[src/t16oc_pkg.sv]
package t16oc_pkg;

    // Register byte offsets
    localparam logic [7:0] OFS_CTRL     = 8'h00;
    localparam logic [7:0] OFS_FLAGS    = 8'h04;
    localparam logic [7:0] OFS_FORCE    = 8'h08;
    localparam logic [7:0] OFS_COUNT_LO = 8'h0C;
    localparam logic [7:0] OFS_COUNT_HI = 8'h10;
    localparam logic [7:0] OFS_CMPA_LO  = 8'h14;
    localparam logic [7:0] OFS_CMPA_HI  = 8'h18;
    localparam logic [7:0] OFS_CMPB_LO  = 8'h1C;
    localparam logic [7:0] OFS_CMPB_HI  = 8'h20;

    // Control register fields
    localparam int CTRL_MODE_LSB  = 0;
    localparam int CTRL_CLK_LSB   = 4;
    localparam int CTRL_ACTA_LSB  = 8;
    localparam int CTRL_ACTB_LSB  = 10;
    localparam int CTRL_IRQEN_LSB = 12;
    localparam int CTRL_ROUTE_LSB = 16;

    // Flag register fields
    localparam int FLAG_MATCHA   = 0;
    localparam int FLAG_MATCHB   = 1;
    localparam int FLAG_OVF      = 2;
    localparam int FLAG_OCST_LSB = 8;

    // Reset values
    localparam logic [3:0]  RST_MODE   = 4'h0;
    localparam logic [2:0]  RST_CLKSEL = 3'h0;
    localparam logic [15:0] RST_COUNT  = 16'h0000;
    localparam logic [15:0] RST_CMP    = 16'h0000;
    localparam logic [7:0]  RST_TEMP   = 8'h00;
    localparam logic [31:0] RST_RDATA  = 32'h0000_0000;

    // Waveform mode codes
    localparam logic [3:0] MODE_NORMAL   = 4'h0;
    localparam logic [3:0] MODE_CTC_CMPA = 4'h4;
    localparam logic [3:0] MODE_FAST8    = 4'h5;
    localparam logic [3:0] MODE_FAST9    = 4'h6;
    localparam logic [3:0] MODE_FAST10   = 4'h7;
    localparam logic [3:0] MODE_PFC_CMPA = 4'h9;
    localparam logic [3:0] MODE_PC_CMPA  = 4'hB;
    localparam logic [3:0] MODE_CTC_CAP  = 4'hC;
    localparam logic [3:0] MODE_FAST_A   = 4'hF;

    // Fixed counter limits
    localparam logic [15:0] CNT_MAX   = 16'hFFFF;
    localparam logic [15:0] CNT_BOT   = 16'h0000;
    localparam logic [15:0] TOP_FIX8  = 16'h00FF;
    localparam logic [15:0] TOP_FIX9  = 16'h01FF;
    localparam logic [15:0] TOP_FIX10 = 16'h03FF;

    // Output action codes
    localparam logic [1:0] ACT_NONE   = 2'h0;
    localparam logic [1:0] ACT_TOGGLE = 2'h1;
    localparam logic [1:0] ACT_CLEAR  = 2'h2;
    localparam logic [1:0] ACT_SET    = 2'h3;

    localparam int NUM_CH = 2;

    typedef enum logic [1:0] {
        PH_IDLE = 2'b01,
        PH_RESP = 2'b10
    } t16oc_phase_t;

endpackage

[src/t16oc_top.sv]
// The APB interface to the registers and the address map were left to the implementer.
`timescale 1ns/100ps

// Function
// Compare full count to each value continuously
// Match flag set on the next tick
// Enabled flag requests irq, cleared on service
// Writing one clears a match flag
// Channel A value can set counter TOP
// Compare value buffered only in PWM modes
// Buffer loads active register at TOP
// CPU reaches buffer or active register per mode
// Compare high byte read directly, not latch
// High byte to latch, low write loads all
// Force strobe acts like match, no flag
// Count write blocks matches on next tick
// Software avoids writing count equal to TOP
// Output state kept across mode changes
// Action bits unbuffered, used at next match
// Reset clears output state to zero
// Output state overrides port when routed
// Action zero leaves output state unchanged
// Action bits never alter counting sequence
// Normal mode counts up, wraps, writable anytime
// Overflow flag set as count wraps
// CPU count write beats clear or count
// Clock select zero stops timer clock
// Non-PWM actions toggle, clear, set
module t16oc_top import t16oc_pkg::*; #(
    parameter int CNT_W = 16
) (
    input  wire logic              sys_clk,
    input  wire logic              reset,
    input  wire logic              psel,
    input  wire logic              penable,
    input  wire logic              pwrite,
    input  wire logic [7:0]        paddr,
    input  wire logic [31:0]       pwdata,
    output logic                   pready,
    output logic [31:0]            prdata,
    output logic                   pslverr,
    input  wire logic              timerTick,
    input  wire logic [2:0]        irqServiced,
    output logic [2:0]             irqRequest,
    input  wire logic [NUM_CH-1:0] portData,
    input  wire logic [NUM_CH-1:0] portDir,
    output logic [NUM_CH-1:0]      compareOutputPin,
    output logic [NUM_CH-1:0]      compareOutputPinOe
);

    typedef struct packed {
        t16oc_phase_t                   phase;
        logic                           ready;
        logic                           slverr;
        logic [31:0]                    rdata;
        logic [3:0]                     waveformModeSelect;
        logic [2:0]                     clockSourceSelect;
        logic [NUM_CH-1:0][1:0]         outputActionBits;
        logic [2:0]                     irqEnable;
        logic [NUM_CH-1:0]              pinRouteEnable;
        logic [7:0]                     highLatch;
        logic [CNT_W-1:0]               timerCount;
        logic [NUM_CH-1:0][CNT_W-1:0]   compareActive;
        logic [NUM_CH-1:0][CNT_W-1:0]   compareBuffer;
        logic [2:0]                     flags;
        logic                           matchBlock;
        logic [NUM_CH-1:0]              compareOutputState;
        logic [NUM_CH-1:0]              pinOut;
        logic [NUM_CH-1:0]              pinOe;
        logic [2:0]                     irq;
    } t16oc_state_t;

    t16oc_state_t st_q;
    t16oc_state_t st_d;

    function automatic logic isPwm(input logic [3:0] mode);
        isPwm = !(mode == MODE_NORMAL || mode == MODE_CTC_CMPA || mode == MODE_CTC_CAP);
    endfunction

    function automatic logic [CNT_W-1:0] topOf(input logic [3:0] mode,
                                               input logic [CNT_W-1:0] cmpA);
        case (mode)
            MODE_FAST8:    topOf = TOP_FIX8;
            MODE_FAST9:    topOf = TOP_FIX9;
            MODE_FAST10:   topOf = TOP_FIX10;
            MODE_CTC_CMPA,
            MODE_PFC_CMPA,
            MODE_PC_CMPA,
            MODE_FAST_A:   topOf = cmpA;
            default:       topOf = CNT_MAX;
        endcase
    endfunction

    function automatic logic applyAction(input logic [1:0] act, input logic cur);
        case (act)
            ACT_TOGGLE: applyAction = ~cur;
            ACT_CLEAR:  applyAction = 1'b0;
            ACT_SET:    applyAction = 1'b1;
            default:    applyAction = cur;
        endcase
    endfunction

    logic                   accessDone;
    logic                   wrDone;
    logic                   pwmMode;
    logic                   tickEn;
    logic                   countWrite;
    logic [CNT_W-1:0]       topValue;
    logic                   atTop;
    logic [NUM_CH-1:0]      hit;
    logic [NUM_CH-1:0]      forceHit;
    logic [2:0]             setEv;
    logic [2:0]             clrEv;
    logic [31:0]            readValue;
    logic                   addrOk;

    always_comb begin
        st_d       = st_q;
        accessDone = psel && penable && st_q.ready;
        wrDone     = accessDone && pwrite;
        pwmMode    = isPwm(st_q.waveformModeSelect);
        // Stopped clock
        tickEn     = timerTick && (st_q.clockSourceSelect != 3'h0);
        countWrite = wrDone && (paddr == OFS_COUNT_LO);
        // TOP from A
        topValue   = topOf(st_q.waveformModeSelect, st_q.compareActive[0]);
        atTop      = (st_q.timerCount == topValue);
        setEv      = 3'b000;
        clrEv      = 3'b000;
        readValue  = 32'h0000_0000;
        addrOk     = 1'b1;

        case (paddr)
            OFS_CTRL: begin
                readValue[CTRL_MODE_LSB +: 4]  = st_q.waveformModeSelect;
                readValue[CTRL_CLK_LSB +: 3]   = st_q.clockSourceSelect;
                readValue[CTRL_ACTA_LSB +: 2]  = st_q.outputActionBits[0];
                readValue[CTRL_ACTB_LSB +: 2]  = st_q.outputActionBits[1];
                readValue[CTRL_IRQEN_LSB +: 3] = st_q.irqEnable;
                readValue[CTRL_ROUTE_LSB +: 2] = st_q.pinRouteEnable;
            end
            OFS_FLAGS: begin
                readValue[2:0]                        = st_q.flags;
                readValue[FLAG_OCST_LSB +: NUM_CH]    = st_q.compareOutputState;
            end
            OFS_FORCE:    readValue = 32'h0000_0000;
            OFS_COUNT_LO: readValue[7:0] = st_q.timerCount[7:0];
            OFS_COUNT_HI: readValue[7:0] = st_q.highLatch;
            // Direct reads
            OFS_CMPA_LO:  readValue[7:0] = pwmMode ? st_q.compareBuffer[0][7:0]
                                                   : st_q.compareActive[0][7:0];
            OFS_CMPA_HI:  readValue[7:0] = pwmMode ? st_q.compareBuffer[0][15:8]
                                                   : st_q.compareActive[0][15:8];
            OFS_CMPB_LO:  readValue[7:0] = pwmMode ? st_q.compareBuffer[1][7:0]
                                                   : st_q.compareActive[1][7:0];
            OFS_CMPB_HI:  readValue[7:0] = pwmMode ? st_q.compareBuffer[1][15:8]
                                                   : st_q.compareActive[1][15:8];
            default:      addrOk = 1'b0;
        endcase

        // Bus phase: one wait state, then the answer
        case (st_q.phase)
            PH_IDLE: begin
                if (psel && penable) begin
                    st_d.phase  = PH_RESP;
                    st_d.ready  = 1'b1;
                    st_d.slverr = !addrOk;
                    st_d.rdata  = pwrite ? 32'h0000_0000 : readValue;
                    // Latch captured with the data so both halves match
                    if (!pwrite && addrOk && paddr == OFS_COUNT_LO) begin
                        st_d.highLatch = st_q.timerCount[15:8];
                    end
                end
            end
            PH_RESP: begin
                st_d.phase  = PH_IDLE;
                st_d.ready  = 1'b0;
                st_d.slverr = 1'b0;
            end
            default: begin
                st_d.phase = PH_IDLE;
                st_d.ready = 1'b0;
            end
        endcase

        if (wrDone) begin
            case (paddr)
                OFS_CTRL: begin
                    // Mode and actions apply directly
                    st_d.waveformModeSelect  = pwdata[CTRL_MODE_LSB +: 4];
                    st_d.clockSourceSelect   = pwdata[CTRL_CLK_LSB +: 3];
                    st_d.outputActionBits[0] = pwdata[CTRL_ACTA_LSB +: 2];
                    st_d.outputActionBits[1] = pwdata[CTRL_ACTB_LSB +: 2];
                    st_d.irqEnable           = pwdata[CTRL_IRQEN_LSB +: 3];
                    st_d.pinRouteEnable      = pwdata[CTRL_ROUTE_LSB +: 2];
                end
                // Write one to clear
                OFS_FLAGS: clrEv = pwdata[2:0];
                // High byte goes only to the latch
                OFS_COUNT_HI,
                OFS_CMPA_HI,
                OFS_CMPB_HI: st_d.highLatch = pwdata[7:0];
                OFS_CMPA_LO,
                OFS_CMPB_LO: begin
                    for (int c = 0; c < NUM_CH; c++) begin
                        if (paddr == (c == 0 ? OFS_CMPA_LO : OFS_CMPB_LO)) begin
                            // Buffer always, active when unbuffered
                            st_d.compareBuffer[c] = {st_q.highLatch, pwdata[7:0]};
                            if (!pwmMode) begin
                                st_d.compareActive[c] = {st_q.highLatch, pwdata[7:0]};
                            end
                        end
                    end
                end
                default: ;
            endcase
        end

        // Service acknowledge
        clrEv = clrEv | irqServiced;

        // Block spans the next tick, even if stopped
        if (countWrite) begin
            st_d.matchBlock = 1'b1;
        end else if (tickEn) begin
            st_d.matchBlock = 1'b0;
        end

        // CPU write wins over counting
        if (countWrite) begin
            st_d.timerCount = {st_q.highLatch, pwdata[7:0]};
        end else if (tickEn) begin
            // Sequence depends on mode and TOP only
            if (st_q.waveformModeSelect != MODE_NORMAL && atTop) begin
                st_d.timerCount = CNT_BOT;
            end else begin
                st_d.timerCount = st_q.timerCount + 16'h0001;
            end
        end

        // Overflow as count returns to bottom
        if (tickEn && !countWrite && atTop) begin
            setEv[FLAG_OVF] = 1'b1;
        end

        for (int c = 0; c < NUM_CH; c++) begin
            // Comparator, blocked after count write
            hit[c]      = tickEn && !st_q.matchBlock
                          && (st_q.timerCount == st_q.compareActive[c]);
            // Force only outside PWM
            forceHit[c] = wrDone && (paddr == OFS_FORCE) && pwdata[c] && !pwmMode;
            // Flag appears on the edge after the match tick
            setEv[c]    = hit[c];
            if (!pwmMode) begin
                // Toggle, clear or set
                if (hit[c] || forceHit[c]) begin
                    st_d.compareOutputState[c] =
                        applyAction(st_q.outputActionBits[c], st_q.compareOutputState[c]);
                end
            end else begin
                // PWM: inverse action on match, the action itself at TOP
                if (hit[c] && st_q.outputActionBits[c] != ACT_NONE
                    && st_q.outputActionBits[c] != ACT_TOGGLE) begin
                    st_d.compareOutputState[c] = (st_q.outputActionBits[c] == ACT_CLEAR);
                end else if (tickEn && !countWrite && atTop
                             && st_q.outputActionBits[c] != ACT_NONE
                             && st_q.outputActionBits[c] != ACT_TOGGLE) begin
                    st_d.compareOutputState[c] = (st_q.outputActionBits[c] == ACT_SET);
                end
                // Buffer transfer at TOP
                if (tickEn && !countWrite && atTop) begin
                    st_d.compareActive[c] = st_q.compareBuffer[c];
                end
            end
            // Port override when routed
            st_d.pinOut[c] = (st_q.outputActionBits[c] != ACT_NONE && st_q.pinRouteEnable[c])
                             ? st_d.compareOutputState[c] : portData[c];
            st_d.pinOe[c]  = portDir[c];
        end

        // Set wins over clear
        st_d.flags = (st_q.flags & ~clrEv) | setEv;
        // Request from enabled flags
        st_d.irq   = st_d.flags & st_d.irqEnable;
    end

    always_ff @(posedge sys_clk or posedge reset) begin
        if (reset) begin
            st_q.phase              <= PH_IDLE;
            st_q.ready              <= 1'b0;
            st_q.slverr             <= 1'b0;
            st_q.rdata              <= RST_RDATA;
            st_q.waveformModeSelect <= RST_MODE;
            st_q.clockSourceSelect  <= RST_CLKSEL;
            st_q.outputActionBits   <= '0;
            st_q.irqEnable          <= 3'b000;
            st_q.pinRouteEnable     <= '0;
            st_q.highLatch          <= RST_TEMP;
            st_q.timerCount         <= RST_COUNT;
            st_q.compareActive      <= {NUM_CH{RST_CMP}};
            st_q.compareBuffer      <= {NUM_CH{RST_CMP}};
            st_q.flags              <= 3'b000;
            st_q.matchBlock         <= 1'b0;
            // Output state clears on reset
            st_q.compareOutputState <= '0;
            st_q.pinOut             <= '0;
            st_q.pinOe              <= '0;
            st_q.irq                <= 3'b000;
        end else begin
            st_q <= st_d;
        end
    end

    assign pready             = st_q.ready;
    assign prdata             = st_q.rdata;
    assign pslverr            = st_q.slverr;
    assign irqRequest         = st_q.irq;
    assign compareOutputPin   = st_q.pinOut;
    assign compareOutputPinOe = st_q.pinOe;

    // Checks
    property p_match_flag;
        @(posedge sys_clk) disable iff (reset)
        hit[0] |=> st_q.flags[FLAG_MATCHA];
    endproperty
    a_match_flag: assert property (p_match_flag) else $error("match flag not set");

    property p_block;
        @(posedge sys_clk) disable iff (reset)
        countWrite ##1 !tickEn ##1 (tickEn && !st_q.flags[FLAG_MATCHA] && clrEv == 3'b000
            && st_q.timerCount == st_q.compareActive[0]) |=> !st_q.flags[FLAG_MATCHA];
    endproperty
    a_block: assert property (p_block) else $error("match not blocked");

    property p_w1c;
        @(posedge sys_clk) disable iff (reset)
        (clrEv[FLAG_MATCHA] && !setEv[FLAG_MATCHA]) |=> !st_q.flags[FLAG_MATCHA];
    endproperty
    a_w1c: assert property (p_w1c) else $error("flag not cleared");

    property p_irq;
        @(posedge sys_clk) disable iff (reset)
        (hit[0] && st_q.irqEnable[0] && !wrDone) |=> irqRequest[0];
    endproperty
    a_irq: assert property (p_irq) else $error("irq missing");

    property p_force;
        @(posedge sys_clk) disable iff (reset)
        (forceHit[0] && !hit[0] && clrEv == 3'b000 && st_q.outputActionBits[0] == ACT_TOGGLE)
        |=> (st_q.compareOutputState[0] != $past(st_q.compareOutputState[0]))
            && st_q.flags[FLAG_MATCHA] == $past(st_q.flags[FLAG_MATCHA]);
    endproperty
    a_force: assert property (p_force) else $error("force wrong");

    property p_wrap;
        @(posedge sys_clk) disable iff (reset)
        (tickEn && !countWrite && st_q.waveformModeSelect == MODE_NORMAL
         && st_q.timerCount == CNT_MAX)
        |=> st_q.timerCount == CNT_BOT && st_q.flags[FLAG_OVF];
    endproperty
    a_wrap: assert property (p_wrap) else $error("wrap or overflow wrong");

    property p_cpu_wins;
        @(posedge sys_clk) disable iff (reset)
        countWrite |=> st_q.timerCount == {$past(st_q.highLatch), $past(pwdata[7:0])};
    endproperty
    a_cpu_wins: assert property (p_cpu_wins) else $error("count write lost");

    property p_buffered;
        @(posedge sys_clk) disable iff (reset)
        (pwmMode && !(tickEn && !countWrite && atTop)) |=> $stable(st_q.compareActive);
    endproperty
    a_buffered: assert property (p_buffered) else $error("active changed early");

    property p_stopped;
        @(posedge sys_clk) disable iff (reset)
        (st_q.clockSourceSelect == 3'h0 && !countWrite) |=> $stable(st_q.timerCount);
    endproperty
    a_stopped: assert property (p_stopped) else $error("count moved while stopped");

    property p_override;
        @(posedge sys_clk) disable iff (reset)
        (st_q.outputActionBits[1] != ACT_NONE && st_q.pinRouteEnable[1])
        ##1 $stable(st_q.outputActionBits[1]) && $stable(st_q.pinRouteEnable[1])
        |-> compareOutputPin[1] == st_q.compareOutputState[1];
    endproperty
    a_override: assert property (p_override) else $error("pin not overridden");

    c_match:    cover property (@(posedge sys_clk) disable iff (reset) hit[1]);
    c_force:    cover property (@(posedge sys_clk) disable iff (reset) forceHit[0]);
    c_overflow: cover property (@(posedge sys_clk) disable iff (reset) setEv[FLAG_OVF]);
    c_pwm_load: cover property (@(posedge sys_clk) disable iff (reset)
                               pwmMode && tickEn && atTop);

endmodule

[config.mk]
export PLATFORM = sky130hd
export DESIGN_NAME = t16oc_top
export DESIGN_NICKNAME = d
export VERILOG_FILES = /design/src/t16oc_pkg.sv /design/src/t16oc_top.sv
export SDC_FILE = /design/constraint.sdc
export NUM_CORES = 1
export LEC_CHECK = 0
export ABC_AREA = 1
export BUFFER_PORTS_ARGS = -buffer_cell sky130_fd_sc_hd__buf_2
export CAP_MARGIN = 20
export CORE_MARGIN = 2
export CORE_UTILIZATION = 40
export CTS_CLUSTER_DIAMETER = 150
export CTS_CLUSTER_SIZE = 24
export DETAILED_ROUTE_END_ITERATION = 10
export GPL_TIMING_DRIVEN = 0
export SLEW_MARGIN = 25
export SYNTH_ARGS = -nofsm -noshare
export SYNTH_HDL_FRONTEND = slang
export SYNTH_SLANG_ARGS = --single-unit
[constraint.sdc]
create_clock -name sys_clk -period 4.5 [get_ports sys_clk]
set_input_delay 0.225 -clock sys_clk [delete_from_list [all_inputs] [get_ports sys_clk]]
set_output_delay 0.225 -clock sys_clk [all_outputs]
set_load 0.005 [all_outputs]
**Word-level counts from Yosys, hierarchy flattened**

Index checks and enable logic that the tools add are counted.

- Input bits: 53
- Bits in registers: 153
- Output and inout port bits: 41
- Logic and storage cells: 167

- Add/subtract/negate cells: 1
- Bitwise gates (word level): 7
- Equal/unequal tests: 30
- Reductions and logical operators: 53
- Muxes and demuxes: 54

Operator list:

| operator | count |
|---|---|
| 16-bit 2-to-1 mux | 13 |
| 64-bit 2-to-1 mux | 2 |
| 8-bit 2-to-1 mux | 8 |
| 16-bit one-hot mux with 4 select lines | 1 |
| 16-bit equality test | 3 |
| 36-bit 2-to-1 mux | 1 |
| 8-bit by 5-bit equality test with 1-bit output (second input constant) | 4 |
| 1-bit logical AND | 28 |
| 4-bit one-hot mux with 7 select lines | 1 |
| 3-bit one-hot mux with 8 select lines | 1 |
| 18-bit 2-to-1 mux | 1 |
| 16-bit by 1-bit adder with 16-bit output (second input constant) | 1 |
| 4-bit by 3-bit equality test with 1-bit output (second input constant) | 4 |
| 4-bit equality test (second input constant) | 4 |
| 8-bit by 4-bit equality test with 1-bit output (second input constant) | 2 |
| 1-bit 2-to-1 mux | 14 |
| 13-bit 2-to-1 mux | 1 |
| 2-bit equality test (second input constant) | 5 |
| 5-bit 2-to-1 mux | 2 |
| 3-bit 2-to-1 mux | 3 |
| 9-bit OR reduction | 1 |
| 8-bit by 3-bit equality test with 1-bit output (second input constant) | 1 |
| 8-bit by 6-bit equality test with 1-bit output (second input constant) | 1 |
| 8-bit zero test | 1 |
| 23 further kinds | 42 |

**Depth between registers and ports, before layout**

Gate-level depths: netlist (run 1).

- Depth after elaboration: 13
- Mapped depth: 19
- Depth with buffers taken out: 19

**Worst setup path before layout (run 1)**

OpenSTA, ideal clock, no wires.

- Path kind: register to register
- From: register st_q[113] (netlist name)
- To: register st_q[86] (netlist name)
- Setup slack: 2404 ps
- Clock period less this slack: 2096 ps
- Required time: 4358 ps
- Cell stages (with the launch flop): 15
- Setup time: 142 ps
- Buffers on the path: 2
- Arrival: 1954 ps
- Cells stage by stage: dfrtp_1 > nor2_2 > inv_1 > nand2_1 > nand3_4 > buf_6 > nand3_2 > nand2_1 > nor2_2 > nand3_1 > nor2_4 > nand2_2 > buf_4 > nand4_1 > o221ai_1

- Longest elaborated chain between the ends: 8
- Elaborated cells on any way between the ends: 15
- Those cells by class: eq/ne (8); mux (4); reduce/logical (3)

RTL lines:

| item | RTL line | RTL |
|---|---|---|
| start: declaration | t16oc_top.sv:73 | `t16oc_state_t st_q;` |
| start signal: assignment | t16oc_top.sv:310 | `st_q <= st_d;` |
| 4-bit by 3-bit equality test with 1-bit output or 4-bit equality test (tied branches) | t16oc_top.sv:82 | `case (mode)` |
| 4-bit OR reduction | t16oc_top.sv:82 |  |
| 16-bit one-hot mux with 4 select lines | t16oc_top.sv:82 |  |
| 16-bit equality test | t16oc_top.sv:127 | `atTop = (st_q.timerCount == topValue);` |
| 1-bit logical AND (*) | t16oc_top.sv:234 | `if (st_q.waveformModeSelect != MODE_NORMAL && atTop) begin` |
| 16-bit 2-to-1 mux (*) | t16oc_top.sv:234 |  |
| 16-bit 2-to-1 mux (*) | t16oc_top.sv:232 | `end else if (tickEn) begin` |
| 16-bit 2-to-1 mux (*) | t16oc_top.sv:230 | `if (countWrite) begin` |

Every way passes the cells marked *; elsewhere a longest branch is shown, timed or not. The select of a mux whose other input is x is not followed.
A chain may end at the register's enable or synchronous reset.

**Worst setup path in the final report (run 1)**

- From: register st_q[116] (netlist name)
- To: register st_q, in the netlist prdata[1]

- Longest elaborated chain between the ends: 6
- Elaborated cells on any way between the ends: 11
- Those cells by class: eq/ne (2); mux (6); reduce/logical (3)

RTL lines:

| item | RTL line | RTL |
|---|---|---|
| 4-bit by 3-bit equality test with 1-bit output or 4-bit zero test (tied branches) | t16oc_top.sv:77 | `isPwm = !(mode == MODE_NORMAL \|\| mode == MODE_CTC_CMPA \|\| mode == MODE_CTC_CAP);` |
| 1-bit logical OR | t16oc_top.sv:77 |  |
| 1-bit logical OR (*) | t16oc_top.sv:77 |  |
| 8-bit 2-to-1 mux, on equally long branches | -- |  |
| 3-bit one-hot mux with 8 select lines (*) | t16oc_top.sv:133 | `case (paddr)` |
| 18-bit 2-to-1 mux (*) | t16oc_top.sv:168 | `st_d.rdata = pwrite ? 32'h0000_0000 : readValue;` |

Every way passes the cells marked *; elsewhere a longest branch is shown, timed or not.

==> flow_metrics.py, run 1 <==
metrics = {
    "power_and_ir_drop": {
        "power.share.clock": 0.467,
        "comb_power_share": 0.126,
        "p_sw_frac": 0.287,
        "power.density_mw_per_mm2": 326,
        "ir_worst_vdd_mv": 0.251,
        "p_switching_w": 0.000925,
        "p_int_w": 0.00230,
        "p_seq_frac": 0.407,
        "power_w": 0.00322,
        "p_leak_nw": 4.68,
    },
    "clocking": {
        "htreeDepth": 4,
        "clock_path_buffers": 2,
        "cts_setup_buffers": 0,
        "cts_root_buf": "clkbuf_16",
        "clock_sinks": 137,
        "cts_tree": "done",
        "clock_latency_ps": 430,
        "cts_buffers": 17,
        "path_clk_slew_ps": 70,
    },
    "finish": {
        "fin_nets": 1272,
        "diodes": 0,
        "fin_area_mm2": 0.00988,
        "layout-drive-gt1-share": 0.197,
        "nFillCells": 2103,
        "multi_input_area_mm2": 0.00405,
        "synthToLayoutAreaGrowth_pct": 16.5,
        "seq_area_mm2": 0.00343,
    },
    "synthesis": {
        "async_flop_share": 1.00,
        "ys_ff_latch": 137,
        "syn_inst": 1118,
        "synth-edff-count": 0,
        "synth_top_area_frac": 0.401,
        "yosys_warnings": 0,
        "synthFlopType": "dfrtp_1",
        "postSynthAreaPerCell_um2": 7.58,
        "synth_area_mm2": 0.00848,
        "yosysSeqAreaShare": 0.404,
        "ys_types": 54,
        "synth_area_leaders": "dfrtp_1 (40%), nand2_1 (14%), o21ai_0 (7.2%)",
        "yosysTopAreaCell": "dfrtp_1",
    },
    "timing": {
        "period_share": 0.656,
        "worst_pin_slew_ps": 745,
        "fin_crit_ps": 2950,
        "fin_worst_skew_ps": 17.2,
        "slew-limit-headroom": 0.499,
        "grt_setup_unrepaired": "no",
        "maxSlewViolCount": 0,
        "final_hold_viol_count": 0,
        "setup_violations": 0,
        "hold_slack_ps": 32.6,
        "fmax_mhz": 339,
    },
    "drt": {
        "wire_per_inst_um": 21.1,
        "ant_nets": 0,
        "vias": 8347,
        "vias_per_cell": 5.54,
        "wl_mm": 31.7,
        "firstDrtPassIters": 6,
        "drc": 0,
        "drtIter0Drc": 927,
    },
    "setup_path": {
        "critPathMaxFanout": 10,
        "crit_path_start_kind": "register",
        "required_ps": 4830,
        "critPathArrivalTime_ps": 3280,
        "end_kind": "register",
        "critical_path_class": "reg2reg",
    },
    "placed_design": {
        "place_congestion": 0.988,
        "place_area_mm2": 0.00923,
        "port_buffers": 63,
        "dp_hpwl_mm": 24.0,
    },
    "global_route": {
        "overflow": 0,
        "grt_pass1_wl_mm": 48.3,
        "grt_max_degree": 78,
        "grt_usage": 0.293,
        "grt_antenna_before_repair": 0,
        "grt_pass1_vias": 7792,
    },
    "floorplan": {
        "die_w_um": 150,
        "io_pins": 94,
        "chipHeight_um": 150,
        "die_area_mm2": 0.0224,
        "core_area_mm2": 0.0209,
        "row_count": 53,
        "start_util": 0.406,
    },
    "run": {
        "cap_violations": 0,
    },
    "worst_hold_path": {
        "hp-class": "in2reg",
    },
    "run_status": {
        "status": "complete, no violations",
    },
}
## worst paths after layout
kind,startpoint,endpoint,slack (ps),cells after the start
worst min-delay path,portData[0],compareOutputPin[0],30,3
worst max-delay path,st_q[116],prdata[1],1550,9
worst max register to register,st_q[116],prdata[1],1550,9
worst min register to register,prdata[2],prdata[2],490,2
min in group asynchronous,reset,compareOutputPinOe[0],350,3
max in group asynchronous,reset,st_q[151],3340,4
## sequential cells by signal, indices dropped and copies added (netlist names)
register            cells
compareOutputPinOe      2
pslverr                 1
compareOutputPin        2
irqRequest              3
st_q                  112
prdata                 17
## power groups by stage
stage,logic (W),registers [W],clock network [W]
3_5_place_dp,0.000395,0.00133,0
6_report,0.000406,0.00131,0.00151
2_1_floorplan,0.000261,0.00131,0
4_1_cts,0.000398,0.00131,0.00153
5_1_grt,0.000455,0.00131,0.00157
3_3_place_gp,0.000391,0.00133,0
## critical path, cell delays in order, from the launching register on
cell	delay, ps
dfrtp_1	580
nand2_1	120
nand2_2	320
buf_2	280
clkbuf_1	500
o21ai_0	160
a221oi_1	460
nand3_1	220
nand3_1	130
nand2_1	60
## layout make-up
| type | instances | area share |
|---|---|---|
| Buffer | 83 | 0.0581 |
| Clock buffer | 18 | 0.0444 |
| Clock inverter | 14 | 0.0187 |
| Inverter | 124 | 0.0491 |
| Multi-Input combinational cell | 788 | 0.410 |
| Sequential cell | 137 | 0.347 |
| Tap cell | 275 | 0.0348 |
| Timing Repair Buffer | 67 | 0.0377 |
## cells in the final DEF, fill, tap and decap left out, types with 12 or more instances in the layout
master and n:
buf_2 69, clkbuf_1 25, nand4_1 38, o221ai_1 15, buf_4 40, inv_1 114
o21ai_0 122, conb_1 15, dfrtp_1 136, o211ai_1 12, nand3_1 42, nor2_1 49
xor2_1 14, clkbuf_16 17, nand2_2 36, a21oi_1 16, o21ai_2 28, nand2_1 310
## cells by family (layout without fill, tap and decap cells)
group | count (synthesis) | count (layout) | synth area share
fa+ha+maj | 1 | 1 | 0.00148
xor+xnor | 16 | 16 | 0.0165
other cells | 1 | 15 | 0.000442
buf+inv | 207 | 306 | 0.124
simple gates | 517 | 517 | 0.276
flops | 137 | 137 | 0.404
compound gates | 239 | 239 | 0.177
## metrics by stage
stage	instances	worst slack [ps]	setup TNS, ps	utilization
floorplan	1132	609	0	-
global placement	1470	-1270	-170730	0.440
detailed placement	1471	1650	0	0.442
CTS	1506	1640	0	0.473
global route	1506	1400	0	0.473
finish	1506	1550	0	0.473
## per-layer routing
metal	share of wire	wire, um	vias up	global-route usage
met4	0.037	1190	0	0.113
met2	0.43	13800	409	0.431
met1	0.45	14200	3994	0.422
met3	0.081	2580	72	0.0585
met5	0	0	-	0
li1	-	-	3872	-
## synthesized netlist by cell type, types with 2 or more instances
master,number
nor2_1,49
o21ai_0,122
nand2_2,36
nor3_1,10
dfrtp_1,136
o31ai_1,2
o221ai_1,15
o21ai_2,28
a22o_1,7
nand3_4,3
nor4_1,8
nand3_1,42
xnor2_1,2
buf_2,6
a221oi_1,6
buf_8,2
clkbuf_1,25
nand3_2,2
buf_6,2
nor3_2,3
xor2_1,14
clkbuf_2,2
o22ai_1,7
a32oi_1,4
inv_1,115
a21oi_1,16
nand3b_1,2
buf_1,2
o211ai_1,12
nand2_1,310
o21ai_1,10
clkinv_1,5
buf_12,4
inv_2,3
buf_4,40
nand4_1,38
nor2_4,3
o2111ai_1,3
nor2_2,7
## timing repair
item,in CTS,in global routing
gates resized for setup,0,0
hold endpoints to repair,62,0
hold buffers,3,0
No activity file was read; power rests on OpenSTA's default activity.
==> inputs of run 2 (changes only) <==
clock period = 2.8 ns   (was 4.5 ns; I/O delays follow)
==> run 2 against run 1 <==
- clock power up 63%
- core utilization up 0.96 points
- non-clock buffer count up 15
- critical path type unchanged
- maximum frequency up 8.9%
- highest routed layer unchanged
- worst setup slack worse by 1500 ps
- sequential cell count unchanged
- hold slack worse by 6.2 ps
- critical path depth up 7
- final cell count up 1.0%
- critical endpoint is now compareOutputPin[0]
- sequential power up 60%
==> flow_metrics.py, run 2 (same netlist as run 1, synthesis figures left out) <==
metrics = {
    "floorplan": {
        "start_util": 0.406,
        "io_pins": 94,
        "die_area_mm2": 0.0224,
        "row_count": 53,
        "die_w_um": 150,
        "core_area_mm2": 0.0209,
        "chipHeight_um": 150,
    },
    "timing": {
        "fin_crit_ps": 2710,
        "period_share": 0.967,
        "setup_violations": 0,
        "slew-limit-headroom": 0.494,
        "worst_pin_slew_ps": 752,
        "fin_worst_skew_ps": 13.4,
        "finalSetupTns_ps": 0,
        "grt_setup_unrepaired": "no",
        "fmax_mhz": 369,
        "maxSlewViolCount": 0,
        "final_hold_viol_count": 0,
        "hold_slack_ps": 26.4,
    },
    "clocking": {
        "clock_path_buffers": 2,
        "cts_buffers": 17,
        "path_clk_slew_ps": 70,
        "cts_root_buf": "clkbuf_16",
        "clock_sinks": 137,
        "cts_tree": "done",
        "htreeDepth": 4,
        "clock_latency_ps": 430,
    },
    "power_and_ir_drop": {
        "p_leak_nw": 4.79,
        "power_w": 0.00523,
        "power.density_mw_per_mm2": 519,
        "ir_worst_vdd_mv": 0.420,
    },
    "global_route": {
        "overflow": 0,
        "grt_max_degree": 32,
        "grt_antenna_before_repair": 1,
        "grt_pass1_vias": 7738,
        "grt_pass1_wl_mm": 47.0,
        "grt_usage": 0.286,
    },
    "placed_design": {
        "place_congestion": 1.01,
        "dp.cells": 1474,
        "place_area_mm2": 0.00928,
        "port_buffers": 63,
        "dp_hpwl_mm": 23.7,
    },
    "finish": {
        "largest_reg_flops": 112,
        "final-instance-count-excl-fill": 1521,
        "layout_common_cells": "nand2_1 (310), dfrtp_1 (136), o21ai_0 (122), inv_1 (114), buf_2 (68)",
        "synthToLayoutAreaGrowth_pct": 18.9,
        "fin_area_mm2": 0.0101,
        "diodes": 0,
        "regMostFlops": "st_q",
        "final_common_cell": "nand2_1",
        "fin_nets": 1287,
        "layout-drive-gt1-share": 0.201,
    },
    "setup_path": {
        "rr_startpoint": "st_q[81]",
        "crit_path_top_delay_cell": "dfrtp_1",
        "crit_path_start_kind": "register",
        "cpMostUsedCell": "nand2_1",
        "cpPeakStageDelay_ps": 520,
        "critPathArrivalTime_ps": 3030,
        "critical_path_class": "reg2reg",
        "crit_start": "st_q[81]",
        "worstPathCellList": "inv_1 > nor3_2 > nand3_1 > nand3_1 > nand3_1 > nor2_2 > nand2_2 > nor2_4 > buf_4 > nand4_1 > nand2_1 > nand2_1 > nand2_1 > nand2_1 > nand2_1 > nand2_1",
        "end_kind": "register",
        "critPathMaxFanout": 7,
        "required_ps": 3120,
    },
    "drt": {
        "ant_nets": 0,
        "vias_per_cell": 5.48,
        "vias": 8337,
        "wl_mm": 31.1,
        "wire_per_inst_um": 20.4,
        "firstDrtPassIters": 8,
        "drtIter0Drc": 999,
        "drc": 0,
    },
    "run_status": {
        "status": "complete, no violations",
    },
    "run": {
        "cap_violations": 0,
    },
    "worst_hold_path": {
        "hp-class": "in2reg",
        "min_from": "irqServiced[0]",
    },
}
## run 2: cell count changes in the layout (fill, tap and decap cells not counted), sizes merged
cell,delta
buf,+3
clkinv,+2
dlygate4sd3,+11
clkbuf,+2
bufinv,+1
inv,-4
## run 2: critical path: cells and delay by family (launching register included)
kind          cells  cell delay, ps
buf+inv           2             440
flops             1             520
simple gates     14            1630
## run 2: per-stage QoR
stage                      util  worst slack [ps]
after floorplan               -               704
after global placement    0.440             -81.4
after detailed placement  0.444              -101
after CTS                 0.481              51.0
after global routing      0.483              5.46
final                     0.483              91.5
## run 2: area by class of cell
class                   count  area [um2]
well taps                 275         344
flip-flops and latches    137        3430
inverters                 124         482
fillers                  2121       10800
multi-input cells         788        4070
plain buffers              83         582
clock inverters            13         194
repair buffers             82         543
clock buffers              19         433
## run 2: per-layer routing
layer  track usage  vias to the layer above  wire, um
li1              -                     3904         -
met1         0.406                     3930     13600
met2         0.425                      426     13700
met3        0.0567                       77      2660
met4         0.119                        0      1150
met5             0                        -         0
## run 2: path summary, 6_finish.rpt
check	slack, ps	cells after the start	endpoint
worst max-delay path	90	16	compareOutputPin[0]
worst min-delay path	30	4	st_q[10]
worst max register to register	90	16	compareOutputPin[0]
worst min register to register	490	2	prdata[2]
max in group asynchronous	1430	6	st_q[21]
min in group asynchronous	350	3	prdata[4]
## run 2: report_power, final
group	internal, W	total, W	switching, W
Sequential	0.00203	0.00210	0.0000713
Clock	0.00150	0.00246	0.000954
Combinational	0.000227	0.000671	0.000443
## run 2: timing repair
action / in CTS / in global routing
pin swaps: 0 / 2
buffers inserted: 0 / 1
gates resized for setup: 4 / 8
endpoints found under the hold margin: 40 / 0
hold buffers: 14 / 0
setup endpoints to repair: 25 / 21
